`config.mk`:
```
export PLATFORM = sky130hd
export DESIGN_NAME = flash_bus_interface
export DESIGN_NICKNAME = d
export VERILOG_FILES = /design/src/rtl/flash_bus_pkg.sv /design/src/rtl/flash_bus_interface.sv
export VERILOG_INCLUDE_DIRS = /design/src /design/src/rtl
export SDC_FILE = /design/constraint.sdc
export NUM_CORES = 1
export LEC_CHECK = 0
export ABC_CLOCK_PERIOD_IN_PS = 33100
export BUFFER_PORTS_ARGS = -buffer_cell sky130_fd_sc_hd__buf_2
export CAP_MARGIN = 20
export CELL_PAD_IN_SITES_DETAIL_PLACEMENT = 1
export CELL_PAD_IN_SITES_GLOBAL_PLACEMENT = 1
export CORE_UTILIZATION = 48
export DETAILED_ROUTE_END_ITERATION = 8
export HOLD_SLACK_MARGIN = 0.08
export PLACE_DENSITY = 0.95
export SLEW_MARGIN = 15
export SYNTH_ARGS = -nofsm -noshare
export SYNTH_HDL_FRONTEND = slang
export SYNTH_SLANG_ARGS = --single-unit
```
`constraint.sdc`:
```
create_clock -name clk -period 33.1 [get_ports clk]
set_input_delay 4.965 -clock clk [delete_from_list [all_inputs] [get_ports clk]]
set_output_delay 4.965 -clock clk [all_outputs]
set_load 0.005 [all_outputs]
```
`src/rtl/flash_bus_map.svh`:
```
// Register offsets, field positions, reset values and timing counts
`ifndef FLASH_BUS_MAP_SVH
`define FLASH_BUS_MAP_SVH
`define FB_OFS_CONFIG     8'h00
`define FB_OFS_STATUS     8'h04
`define FB_OFS_CMD_ADDR   8'h08
`define FB_OFS_CMD_DATA   8'h0C
`define FB_CFG_RESET      16'h8000
`define FB_CFG_MASK       16'hFBCF
`define FB_READ_SEL       15
`define FB_XLAT_HI        14
`define FB_XLAT_LO        11
`define FB_WORD_LAT       9
`define FB_VALID_TIMING   8
`define FB_EDGE_SEL       6
`define FB_LATCH_RD       3
`define FB_BL_HI          2
`define FB_BL_LO          0
`define FB_BL_4           3'b001
`define FB_BL_8           3'b010
`define FB_BL_CONT        3'b111
`define FB_CLK_NS         40
`define FB_IDLE_NS        200
`define FB_IDLE_CYC       ((`FB_IDLE_NS + `FB_CLK_NS - 1) / `FB_CLK_NS)
`endif

```
`src/rtl/flash_bus_pkg.sv`:
```
// Types shared by the flash bus interface
package flash_bus_pkg;
    typedef enum logic [2:0] {
        MODE_POWERDOWN = 3'b000,
        MODE_STANDBY   = 3'b001,
        MODE_WRITE     = 3'b010,
        MODE_ASYNC     = 3'b011,
        MODE_BURST     = 3'b100,
        MODE_IDLE      = 3'b101
    } bus_mode_e;
endpackage

```
`src/rtl/flash_bus_interface.sv`:
```
// Flash bus interface: async writes, async reads, synchronous bursts
// Function
// (RQ1) Write address captured at latch strobe rising
// (RQ2) Write data captured on first enable rise
// (RQ3) Clock input ignored during writes
// (RQ4) Host keeps output enable high writing
// (RQ5) Output enable high tri-states data
// (RQ6) Chip enable high gives standby, tri-state
// (RQ7) Program or erase survives standby
// (RQ8) Idle async read enters low power
// (RQ9) Power-down input low tri-states everything
// (RQ10) Latch-mode bit picks random or latched reads
// (RQ11) Bursts only with 16-bit organisation
// (RQ12) Burst address latched first edge or strobe
// (RQ13) First data after initial latency
// (RQ14) Advance input and word latency step counter
// (RQ15) Continuous burst wraps whole array
// (RQ16) Output enable and advance high suspend
// (RQ17) Unaligned continuous start requests wait
// (RQ18) Host pipelines only with one-cycle words
// (RQ19) New latch pulse mid-burst restarts latency
// (RQ20) Pipeline switch inserts invalid word period
// (RQ21) Host pipelines only four-word bursts
// (RQ22) Host avoids suspending pipelined bursts
// (RQ23) Read-select bit set after reset
// (RQ24) Edge bit picks active clock edge
// (RQ25) Timing bit moves data-valid one clock early
// (RQ26) Host latches pipelined address at best cycle
//
// Implementation choices: the register offsets and the APB interface to the registers.
`timescale 1ns/1ps
`include "flash_bus_map.svh"
module flash_bus_interface #(
    parameter int AW = 21,
    parameter int DW = 32
) (
    // Clock and reset
    input  wire logic          clk,
    input  wire logic          reset,
    // APB slave
    input  wire logic          psel,
    input  wire logic          penable,
    input  wire logic          pwrite,
    input  wire logic [7:0]    paddr,
    input  wire logic [31:0]   pwdata,
    output logic [31:0]        prdata,
    output logic               pready,
    output logic               pslverr,
    // Flash bus pins
    input  wire logic [AW-1:0] address,
    input  wire logic [DW-1:0] dqIn,
    output logic [DW-1:0]      dqOut,
    output logic               dqOe,
    input  wire logic          chipEnableN,
    input  wire logic          outputEnableN,
    input  wire logic          writeEnableN,
    input  wire logic          latchEnableN,
    input  wire logic          advanceN,
    input  wire logic          flashClock,
    input  wire logic          reset_powerdown_n,
    input  wire logic          wordWide16,
    output logic               validReady,
    output logic               validReadyOe,
    // Array and command side
    output logic [AW-1:0]      arrayAddr,
    input  wire logic [DW-1:0] arrayData,
    output logic               cmdStrobe,
    output logic [AW-1:0]      cmdAddr,
    output logic [DW-1:0]      cmdData,
    input  wire logic          programBusy,
    output logic               standbyLowCurrent,
    output logic               autoLowPower
);
    localparam int NC = 8;
    localparam int IDLE = `FB_IDLE_CYC;

    logic [NC-1:0] ctlA, ctlB, ctlC;
    logic [AW-1:0] addrA, addrB, addrC;
    logic [DW-1:0] dqA, dqB, dqC;
    logic [15:0]   cfgReg;
    logic [AW-1:0] latchAddr, burstAddr, pendAddr;
    logic [3:0]    latCnt, pendCnt;
    logic          gapCnt, pendOn, oddWait, burstOn, strobeUsed;
    logic [7:0]    idleCnt;
    flash_bus_pkg::bus_mode_e mode;

    // Synchronised pin levels
    wire rpS    = ctlB[7];
    wire ceS    = ctlB[6];
    wire oeS    = ctlB[5];
    wire weS    = ctlB[4];
    wire leS    = ctlB[3];
    wire advS   = ctlB[2];
    wire kS     = ctlB[1];
    wire w16S   = ctlB[0];

    // Configuration fields
    wire       readSel  = cfgReg[`FB_READ_SEL];
    wire [3:0] xLat     = cfgReg[`FB_XLAT_HI:`FB_XLAT_LO];
    wire       wordLat  = cfgReg[`FB_WORD_LAT];
    wire       vTiming  = cfgReg[`FB_VALID_TIMING];
    wire       edgeSel  = cfgReg[`FB_EDGE_SEL];
    wire       latchRd  = cfgReg[`FB_LATCH_RD];
    wire [2:0] burstLen = cfgReg[`FB_BL_HI:`FB_BL_LO];

    wire kRise   = kS & ~ctlC[1];
    wire kFall   = ~kS & ctlC[1];
    wire leRise  = leS & ~ctlC[3];
    wire wrNow   = ~ceS & ~weS;
    wire wrPrev  = ~ctlC[6] & ~ctlC[4];
    wire wrEnd   = wrPrev & ~wrNow;
    wire syncRd  = ~readSel & w16S;                          // (RQ11)
    wire actEdge = (edgeSel ? kRise : kFall) & ~wrNow;       // (RQ24) (RQ3)
    wire burstGo = actEdge & ~ceS & weS & ~leS & ~strobeUsed;
    wire contMode = burstLen == `FB_BL_CONT;
    wire dataOk  = latCnt == 4'h0;

    function automatic logic [AW-1:0] nextAddr(input logic [AW-1:0] a, input logic [2:0] bl);
        logic [AW-1:0] n;
        n = a + AW'(1);
        case (bl)
            `FB_BL_4:    nextAddr = {a[AW-1:2], n[1:0]};
            `FB_BL_8:    nextAddr = {a[AW-1:3], n[2:0]};
            `FB_BL_CONT: nextAddr = n;                       // (RQ15)
            default:     nextAddr = {a[AW-1:2], n[1:0]};
        endcase
    endfunction

    function automatic logic apbHit(input logic [7:0] a, input logic [7:0] ofs);
        apbHit = a == ofs;
    endfunction

    // Two-stage synchroniser, third stage for edges
    always_ff @(posedge clk or posedge reset)
    begin
        if (reset)
        begin
            ctlA  <= 8'h7C;
            ctlB  <= 8'h7C;
            ctlC  <= 8'h7C;
            addrA <= '0;
            addrB <= '0;
            addrC <= '0;
            dqA   <= '0;
            dqB   <= '0;
            dqC   <= '0;
        end
        else
        begin
            ctlA  <= {reset_powerdown_n, chipEnableN, outputEnableN, writeEnableN,
                      latchEnableN, advanceN, flashClock, wordWide16};
            ctlB  <= ctlA;
            ctlC  <= ctlB;
            addrA <= address;
            addrB <= addrA;
            addrC <= addrB;
            dqA   <= dqIn;
            dqB   <= dqA;
            dqC   <= dqB;
        end
    end

    // Bus mode decode
    always_ff @(posedge clk or posedge reset)
    begin
        if (reset)
            mode <= flash_bus_pkg::MODE_POWERDOWN;
        else if (!rpS)
            mode <= flash_bus_pkg::MODE_POWERDOWN;           // (RQ9)
        else if (ceS)
            mode <= flash_bus_pkg::MODE_STANDBY;             // (RQ6)
        else if (!weS)
            mode <= flash_bus_pkg::MODE_WRITE;
        else if (burstOn)
            mode <= flash_bus_pkg::MODE_BURST;
        else if (readSel)
            mode <= flash_bus_pkg::MODE_ASYNC;
        else
            mode <= flash_bus_pkg::MODE_IDLE;
    end

    // Configuration register, reloaded with its reset value by power-down
    always_ff @(posedge clk or posedge reset)
    begin
        if (reset)
            cfgReg <= `FB_CFG_RESET;                         // (RQ23)
        else if (!rpS)
            cfgReg <= `FB_CFG_RESET;
        else if (psel && penable && pwrite && apbHit(paddr, `FB_OFS_CONFIG))
            cfgReg <= pwdata[15:0] & `FB_CFG_MASK;
    end

    // Address latch, transparent while strobe low
    always_ff @(posedge clk or posedge reset)
    begin
        if (reset)
            latchAddr <= '0;
        else if (!leS)
            latchAddr <= addrB;                              // (RQ1) (RQ10)
    end

    // Command capture on first enable rise
    always_ff @(posedge clk or posedge reset)
    begin
        if (reset)
        begin
            cmdStrobe <= 1'b0;
            cmdAddr   <= '0;
            cmdData   <= '0;
        end
        else
        begin
            cmdStrobe <= wrEnd & rpS;
            if (wrEnd && rpS)
            begin
                cmdAddr <= latchAddr;                        // (RQ1)
                cmdData <= dqC;                              // (RQ2)
            end
        end
    end

    // Burst engine
    always_ff @(posedge clk or posedge reset)
    begin
        if (reset)
        begin
            burstOn    <= 1'b0;
            burstAddr  <= '0;
            latCnt     <= 4'h0;
            gapCnt     <= 1'b0;
            oddWait    <= 1'b0;
            strobeUsed <= 1'b0;
            pendOn     <= 1'b0;
            pendAddr   <= '0;
            pendCnt    <= 4'h0;
        end
        else if (!rpS || ceS || !syncRd)
        begin
            burstOn    <= 1'b0;
            pendOn     <= 1'b0;
            strobeUsed <= 1'b0;
            oddWait    <= 1'b0;
            latCnt     <= 4'h0;
        end
        else
        begin
            if (leS)
                strobeUsed <= 1'b0;
            if (burstOn && (burstGo || leRise && !strobeUsed))
            begin
                pendOn     <= 1'b1;                          // (RQ19)
                pendAddr   <= burstGo ? addrB : latchAddr;
                pendCnt    <= xLat;
                strobeUsed <= burstGo;
            end
            else if (!burstOn && (burstGo || leRise && !strobeUsed && weS))
            begin
                burstOn    <= 1'b1;                          // (RQ12)
                burstAddr  <= burstGo ? addrB : latchAddr;
                latCnt     <= xLat;                          // (RQ13)
                gapCnt     <= 1'b0;
                oddWait    <= contMode & (burstGo ? addrB[0] : latchAddr[0]); // (RQ17)
                strobeUsed <= burstGo;
            end
            else if (actEdge && burstOn)
            begin
                if (pendOn && pendCnt <= 4'h1)
                begin
                    pendOn    <= 1'b0;
                    burstAddr <= pendAddr;
                    latCnt    <= {3'b000, 1'b1} + {3'b000, wordLat}; // (RQ20)
                    gapCnt    <= 1'b0;
                end
                else
                begin
                    if (pendOn)
                        pendCnt <= pendCnt - 4'h1;
                    if (!dataOk)
                        latCnt <= latCnt - 4'h1;
                    else if (!advS)                          // (RQ14) (RQ16)
                    begin
                        if (gapCnt != wordLat)
                            gapCnt <= ~gapCnt;
                        else if (oddWait)
                            oddWait <= 1'b0;                 // (RQ17)
                        else
                        begin
                            burstAddr <= nextAddr(burstAddr, burstLen);
                            gapCnt    <= 1'b0;
                        end
                    end
                end
            end
        end
    end

    // Data-valid flag, normal or one clock early
    always_ff @(posedge clk or posedge reset)
    begin
        if (reset)
            validReady <= 1'b1;
        else if (!burstOn)
            validReady <= 1'b1;
        else if (actEdge)
        begin
            if (vTiming)                                     // (RQ25)
                validReady <= !(latCnt > 4'h2 || oddWait && latCnt <= 4'h1
                                || pendOn && pendCnt <= 4'h2);
            else
                validReady <= !(latCnt > 4'h1 || oddWait && dataOk && !advS
                                || pendOn && pendCnt <= 4'h1);
        end
    end

    // Idle detection for automatic low power
    always_ff @(posedge clk or posedge reset)
    begin
        if (reset)
            idleCnt <= 8'h00;
        else if (mode != flash_bus_pkg::MODE_ASYNC || ctlB != ctlC || addrB != addrC)
            idleCnt <= 8'h00;                                // (RQ8)
        else if (idleCnt < 8'(IDLE))
            idleCnt <= idleCnt + 8'h01;
    end

    // Array address and read data
    always_ff @(posedge clk or posedge reset)
    begin
        if (reset)
        begin
            arrayAddr <= '0;
            dqOut     <= '0;
        end
        else
        begin
            if (burstOn)
                arrayAddr <= burstAddr;
            else if (latchRd)
                arrayAddr <= latchAddr;                      // (RQ10)
            else
                arrayAddr <= addrB;
            if (w16S)
                dqOut <= {{(DW-16){1'b0}}, arrayData[15:0]};
            else
                dqOut <= arrayData;
        end
    end

    // Output drivers and power flags
    always_ff @(posedge clk or posedge reset)
    begin
        if (reset)
        begin
            dqOe              <= 1'b0;
            validReadyOe      <= 1'b0;
            standbyLowCurrent <= 1'b0;
            autoLowPower      <= 1'b0;
        end
        else
        begin
            dqOe <= rpS & ~ceS & ~oeS & weS                  // (RQ5) (RQ6) (RQ9)
                    & (readSel | burstOn & dataOk);          // (RQ13) (RQ16)
            validReadyOe      <= rpS & ~ceS;                 // (RQ9)
            standbyLowCurrent <= ceS & rpS & ~programBusy;   // (RQ7)
            autoLowPower      <= idleCnt >= 8'(IDLE);        // (RQ8)
        end
    end

    // APB read data, sampled in the setup cycle
    always_ff @(posedge clk or posedge reset)
    begin
        if (reset)
        begin
            prdata  <= 32'h0000_0000;
            pslverr <= 1'b0;
        end
        else if (psel && !penable)
        begin
            pslverr <= 1'b0;
            if (apbHit(paddr, `FB_OFS_CONFIG))
                prdata <= {16'h0000, cfgReg};
            else if (apbHit(paddr, `FB_OFS_STATUS))
                prdata <= {22'h00_0000, programBusy, autoLowPower, validReady,
                           burstOn, pendOn, w16S, 1'b0, mode};
            else if (apbHit(paddr, `FB_OFS_CMD_ADDR))
                prdata <= 32'(cmdAddr);
            else if (apbHit(paddr, `FB_OFS_CMD_DATA))
                prdata <= 32'(cmdData);
            else
            begin
                prdata  <= 32'h0000_0000;
                pslverr <= 1'b1;
            end
        end
    end

    assign pready = 1'b1;
endmodule // flash_bus_interface

```
==> results.sh <==
export IMPL_yosysWarnings=0
export IMPL_timing_final_ws_setup_ps=26090
export IMPL_routed_wl_um=64950
export IMPL_start_util_pct=49.11
export IMPL_track_usage_pct=36.73
export IMPL_startpoint_type="input port"
export IMPL_ioPinCount=285
export IMPL_yosysTopAreaCell="dfrtp_1"
export IMPL_synth_simple_gate_area_share_pct=10.79
export IMPL_endpoint_kind="flop"
export IMPL_finalCritPeriodShare_pct=21.18
export IMPL_tightestPinTransition_ps=1578
export IMPL_antenna_found_initial=3
export IMPL_hpwl_um=34370
export IMPL_antenna_left=0
export IMPL_synth_top_cell_area_share_pct=64.04
export IMPL_ys_flop_type="dfrtp_1"
export IMPL_synth_compound_area_share_pct=8.329
export IMPL_synth_top_family_by_area="simple AND/OR/NAND/NOR gates"
export IMPL_regToRegStartpoint="ctlB[3]"
export IMPL_tns_ps=0
export IMPL_rsz0062_at_grt="false"
export IMPL_reg2reg_depth=7
export IMPL_regToRegEndpoint="pendAddr[13]"
export IMPL_syn_inst=1262
export IMPL_finalSetupViolCount=0
export IMPL_overflow=0
export IMPL_clock_latency_ps=560
export IMPL_ys_types=71
export IMPL_wl_per_cell_um=32.46
export IMPL_coreArea_sq_um=32700
export IMPL_power_leakage_uw=0.009108
export IMPL_r2r_slack_ps=29020
export IMPL_hp_start="dqA[6]"
export IMPL_synthMuxAreaShare_pct=8.189
export IMPL_chipWidth_um=184.9
export IMPL_htreeDepth=2
export IMPL_clk_path_buf_depth=3
export IMPL_fin_nets=1676
export IMPL_dr_first_iter_drc_count=1339
export IMPL_synth_seq_cells=428
export IMPL_relSlewSlack_pct=-6.160
export IMPL_synth_edf_count=0
export IMPL_synth_top_cells_by_count="411 x dfrtp_1, 170 x nand2_1, 68 x o21ai_0, 67 x nor2_1, 65 x mux2i_1"
export IMPL_grt_max_degree=153
export IMPL_grt_pass1_vias=13763
export IMPL_cts_setup_buffers=0
export IMPL_use_met1_pct=42.30
export IMPL_synthArstFlopShare_pct=100.0
export IMPL_power_internal_uw=875.9
export IMPL_worstHoldEndpoint="dqB[6]"
export IMPL_fmax_mhz=142.6
export IMPL_synth_most_common_cell="dfrtp_1"
export IMPL_outcome="finished, violations left"
export IMPL_finalPower_uw=1197
export IMPL_final_cells=2001
export IMPL_ys_seq_area_share_pct=66.83
export IMPL_pwr_share_seq_pct=49.6
export IMPL_clockPowerShare_pct=42.3
export IMPL_top_usage_layer="met2"
export IMPL_post_place_ws_ps=25400
export IMPL_die_y_um=184.9
export IMPL_avgViaCountPerCell=6.346
export IMPL_cts_hold_fix_buffers=0
export IMPL_drc=0
export IMPL_dieArea_sq_um=34190
export IMPL_critPathRequiredTime_ps=33500
export IMPL_hold_depth=0
export IMPL_synth_area_top_cells="dfrtp_1 64%, mux2i_1 4.1%, nand2_1 4.0%, mux2_2 3.0%, dfstp_2 2.8%"
export IMPL_tritoncts="yes"
export IMPL_combPwrFrac_pct=8.1
export IMPL_root_buffer="clkbuf_16"
export IMPL_clk_pin_slew_worst_paths_ps=70
export IMPL_place_congestion=0.8789
export IMPL_dp_cells=1918
export IMPL_gr_usage_met3_pct=7.806
export IMPL_netlist_area_sq_um=16060
export IMPL_netSwitchingPower_uw=321.0
export IMPL_placementRows=66
export IMPL_drv_cap=1
export IMPL_finalCriticalPeriod_ps=7012
export IMPL_max_vdd_ir_drop_mv=0.05582
export IMPL_power_density_nw_per_um2=62.14
export IMPL_syn_nets=1415
export IMPL_synth_xor_area_share_pct=2.345
export IMPL_worst_setup_path_type="in2reg"
export IMPL_syn_area_per_cell_sq_um=12.73
export IMPL_hp_class="reg2reg"
export IMPL_post_cts_resized=0
export IMPL_synth_fa_ha_area_share_pct=1.091
export IMPL_violations="capacitance limit, slew limit"
export IMPL_flow_area_growth_from_synthesis_pct=19.95
export IMPL_firstDrtPassIters=6
export IMPL_drive_above_1_share_pct=28.15
export IMPL_final_max_slew_viol_count=2
export IMPL_finalHoldViolations=0
export IMPL_port_buffer_count=264
export IMPL_worstPathMaxFanout=13
export IMPL_via_count=12699
export IMPL_arrival_ps=7410
export IMPL_p_sw_share_pct=26.82
export IMPL_grt_pass1_wl_um=90890
export IMPL_cts_buffers=42
export IMPL_clock_skew_ps=21.98
export IMPL_clkSinkCount=428
export IMPL_gr_usage_met2_pct=62.23
==> worst max-delay path by stage <==
stage               startpoint             to  slack, ps  cells after the start
finish                paddr[5]     cfgReg[14]      26090                      6
global route          paddr[5]     cfgReg[14]      26070                      6
CTS                      reset   arrayAddr[5]      25930                      4
detailed placement       reset   arrayAddr[2]      25400                      4
global placement         reset  latchAddr[20]      25510                      4
floorplan                reset       addrA[0]      16240                      1
==> power by group through the flow <==
stage	sequential [uW]	clock, uW	combinational, uW
2_1_floorplan	583	0	41.2
3_3_place_gp	592	0	77.4
3_5_place_dp	596	0	84.7
4_1_cts	590	500	91.7
5_1_grt	594	522	101
6_report	594	506	96.4
==> metal layers <==
layer  share of wire (%)  routed length (um)  vias up
met5                   0                   0        -
met4                 7.8                5098        0
met3                 8.8                5723      359
met1                  34               22090     6483
li1                    -                   -     4842
met2                  49               32040     1015
==> layout by cell type (no fill, tap or decap), types with 33 or more instances in the layout <==
master     count
nor2_1        66
mux2_2        43
buf_2        264
clkbuf_16     42
a21oi_1       46
mux2i_1       65
nor2b_1       34
nand2_1      168
o21ai_0       68
xor2_1        33
dfrtp_1      410
==> worst max-delay path, stage by stage <==
cell     delay, ps
buf_2          100
or4_1          610
nor3_1         350
nand2_1        600
mux2i_1        280
nor2b_1        500
==> area by class of cell <==
| type | count | area [sq um] |
|---|---|---|
| fill | 3294 | 13440 |
| sequential | 428 | 10730 |
| multi-input combinational | 746 | 4957 |
| clock buffer | 65 | 1237 |
| tap | 442 | 553.0 |
| clock inverter | 12 | 163.9 |
| antenna | 3 | 7.507 |
| inverter | 24 | 97.59 |
| timing repair buffer | 281 | 1513 |
==> cell families after synthesis <==
| kind of cell | after synthesis |
|---|---|
| AOI/OAI and AO/OA | 203 |
| xor gates and xnor gates | 43 |
| adders and majority gates | 14 |
| buffers and inverters | 88 |
| DFF | 428 |
| muxes | 116 |
| other | 1 |
| and+or+nand+nor | 369 |
==> registers in the layout, indices dropped and copies added (netlist names), 3 cells and up <==
signal and flops:
ctlC 8, ctlA 8, prdata 32, idleCnt 8, pendCnt 4, latchAddr 21, addrC 21, pendAddr 21
ctlB 8, cfgReg 13, arrayAddr 21, cmdAddr 21, dqC 32, addrA 21, dqA 32, latCnt 4
dqOut 32, mode 3, addrB 21, dqB 32, cmdData 32, burstAddr 21
==> stage by stage <==
step	util, %	area (sq um)	hold slack (ps)
after detailed placement	54.36	17780	335.8
after global placement	54.27	17750	331.2
after CTS	58.64	19180	344.5
final	58.90	19260	347.6
after floorplan	-	16060	331.2
after global routing	58.90	19260	351.6
No activity file was read; power rests on OpenSTA's default activity.
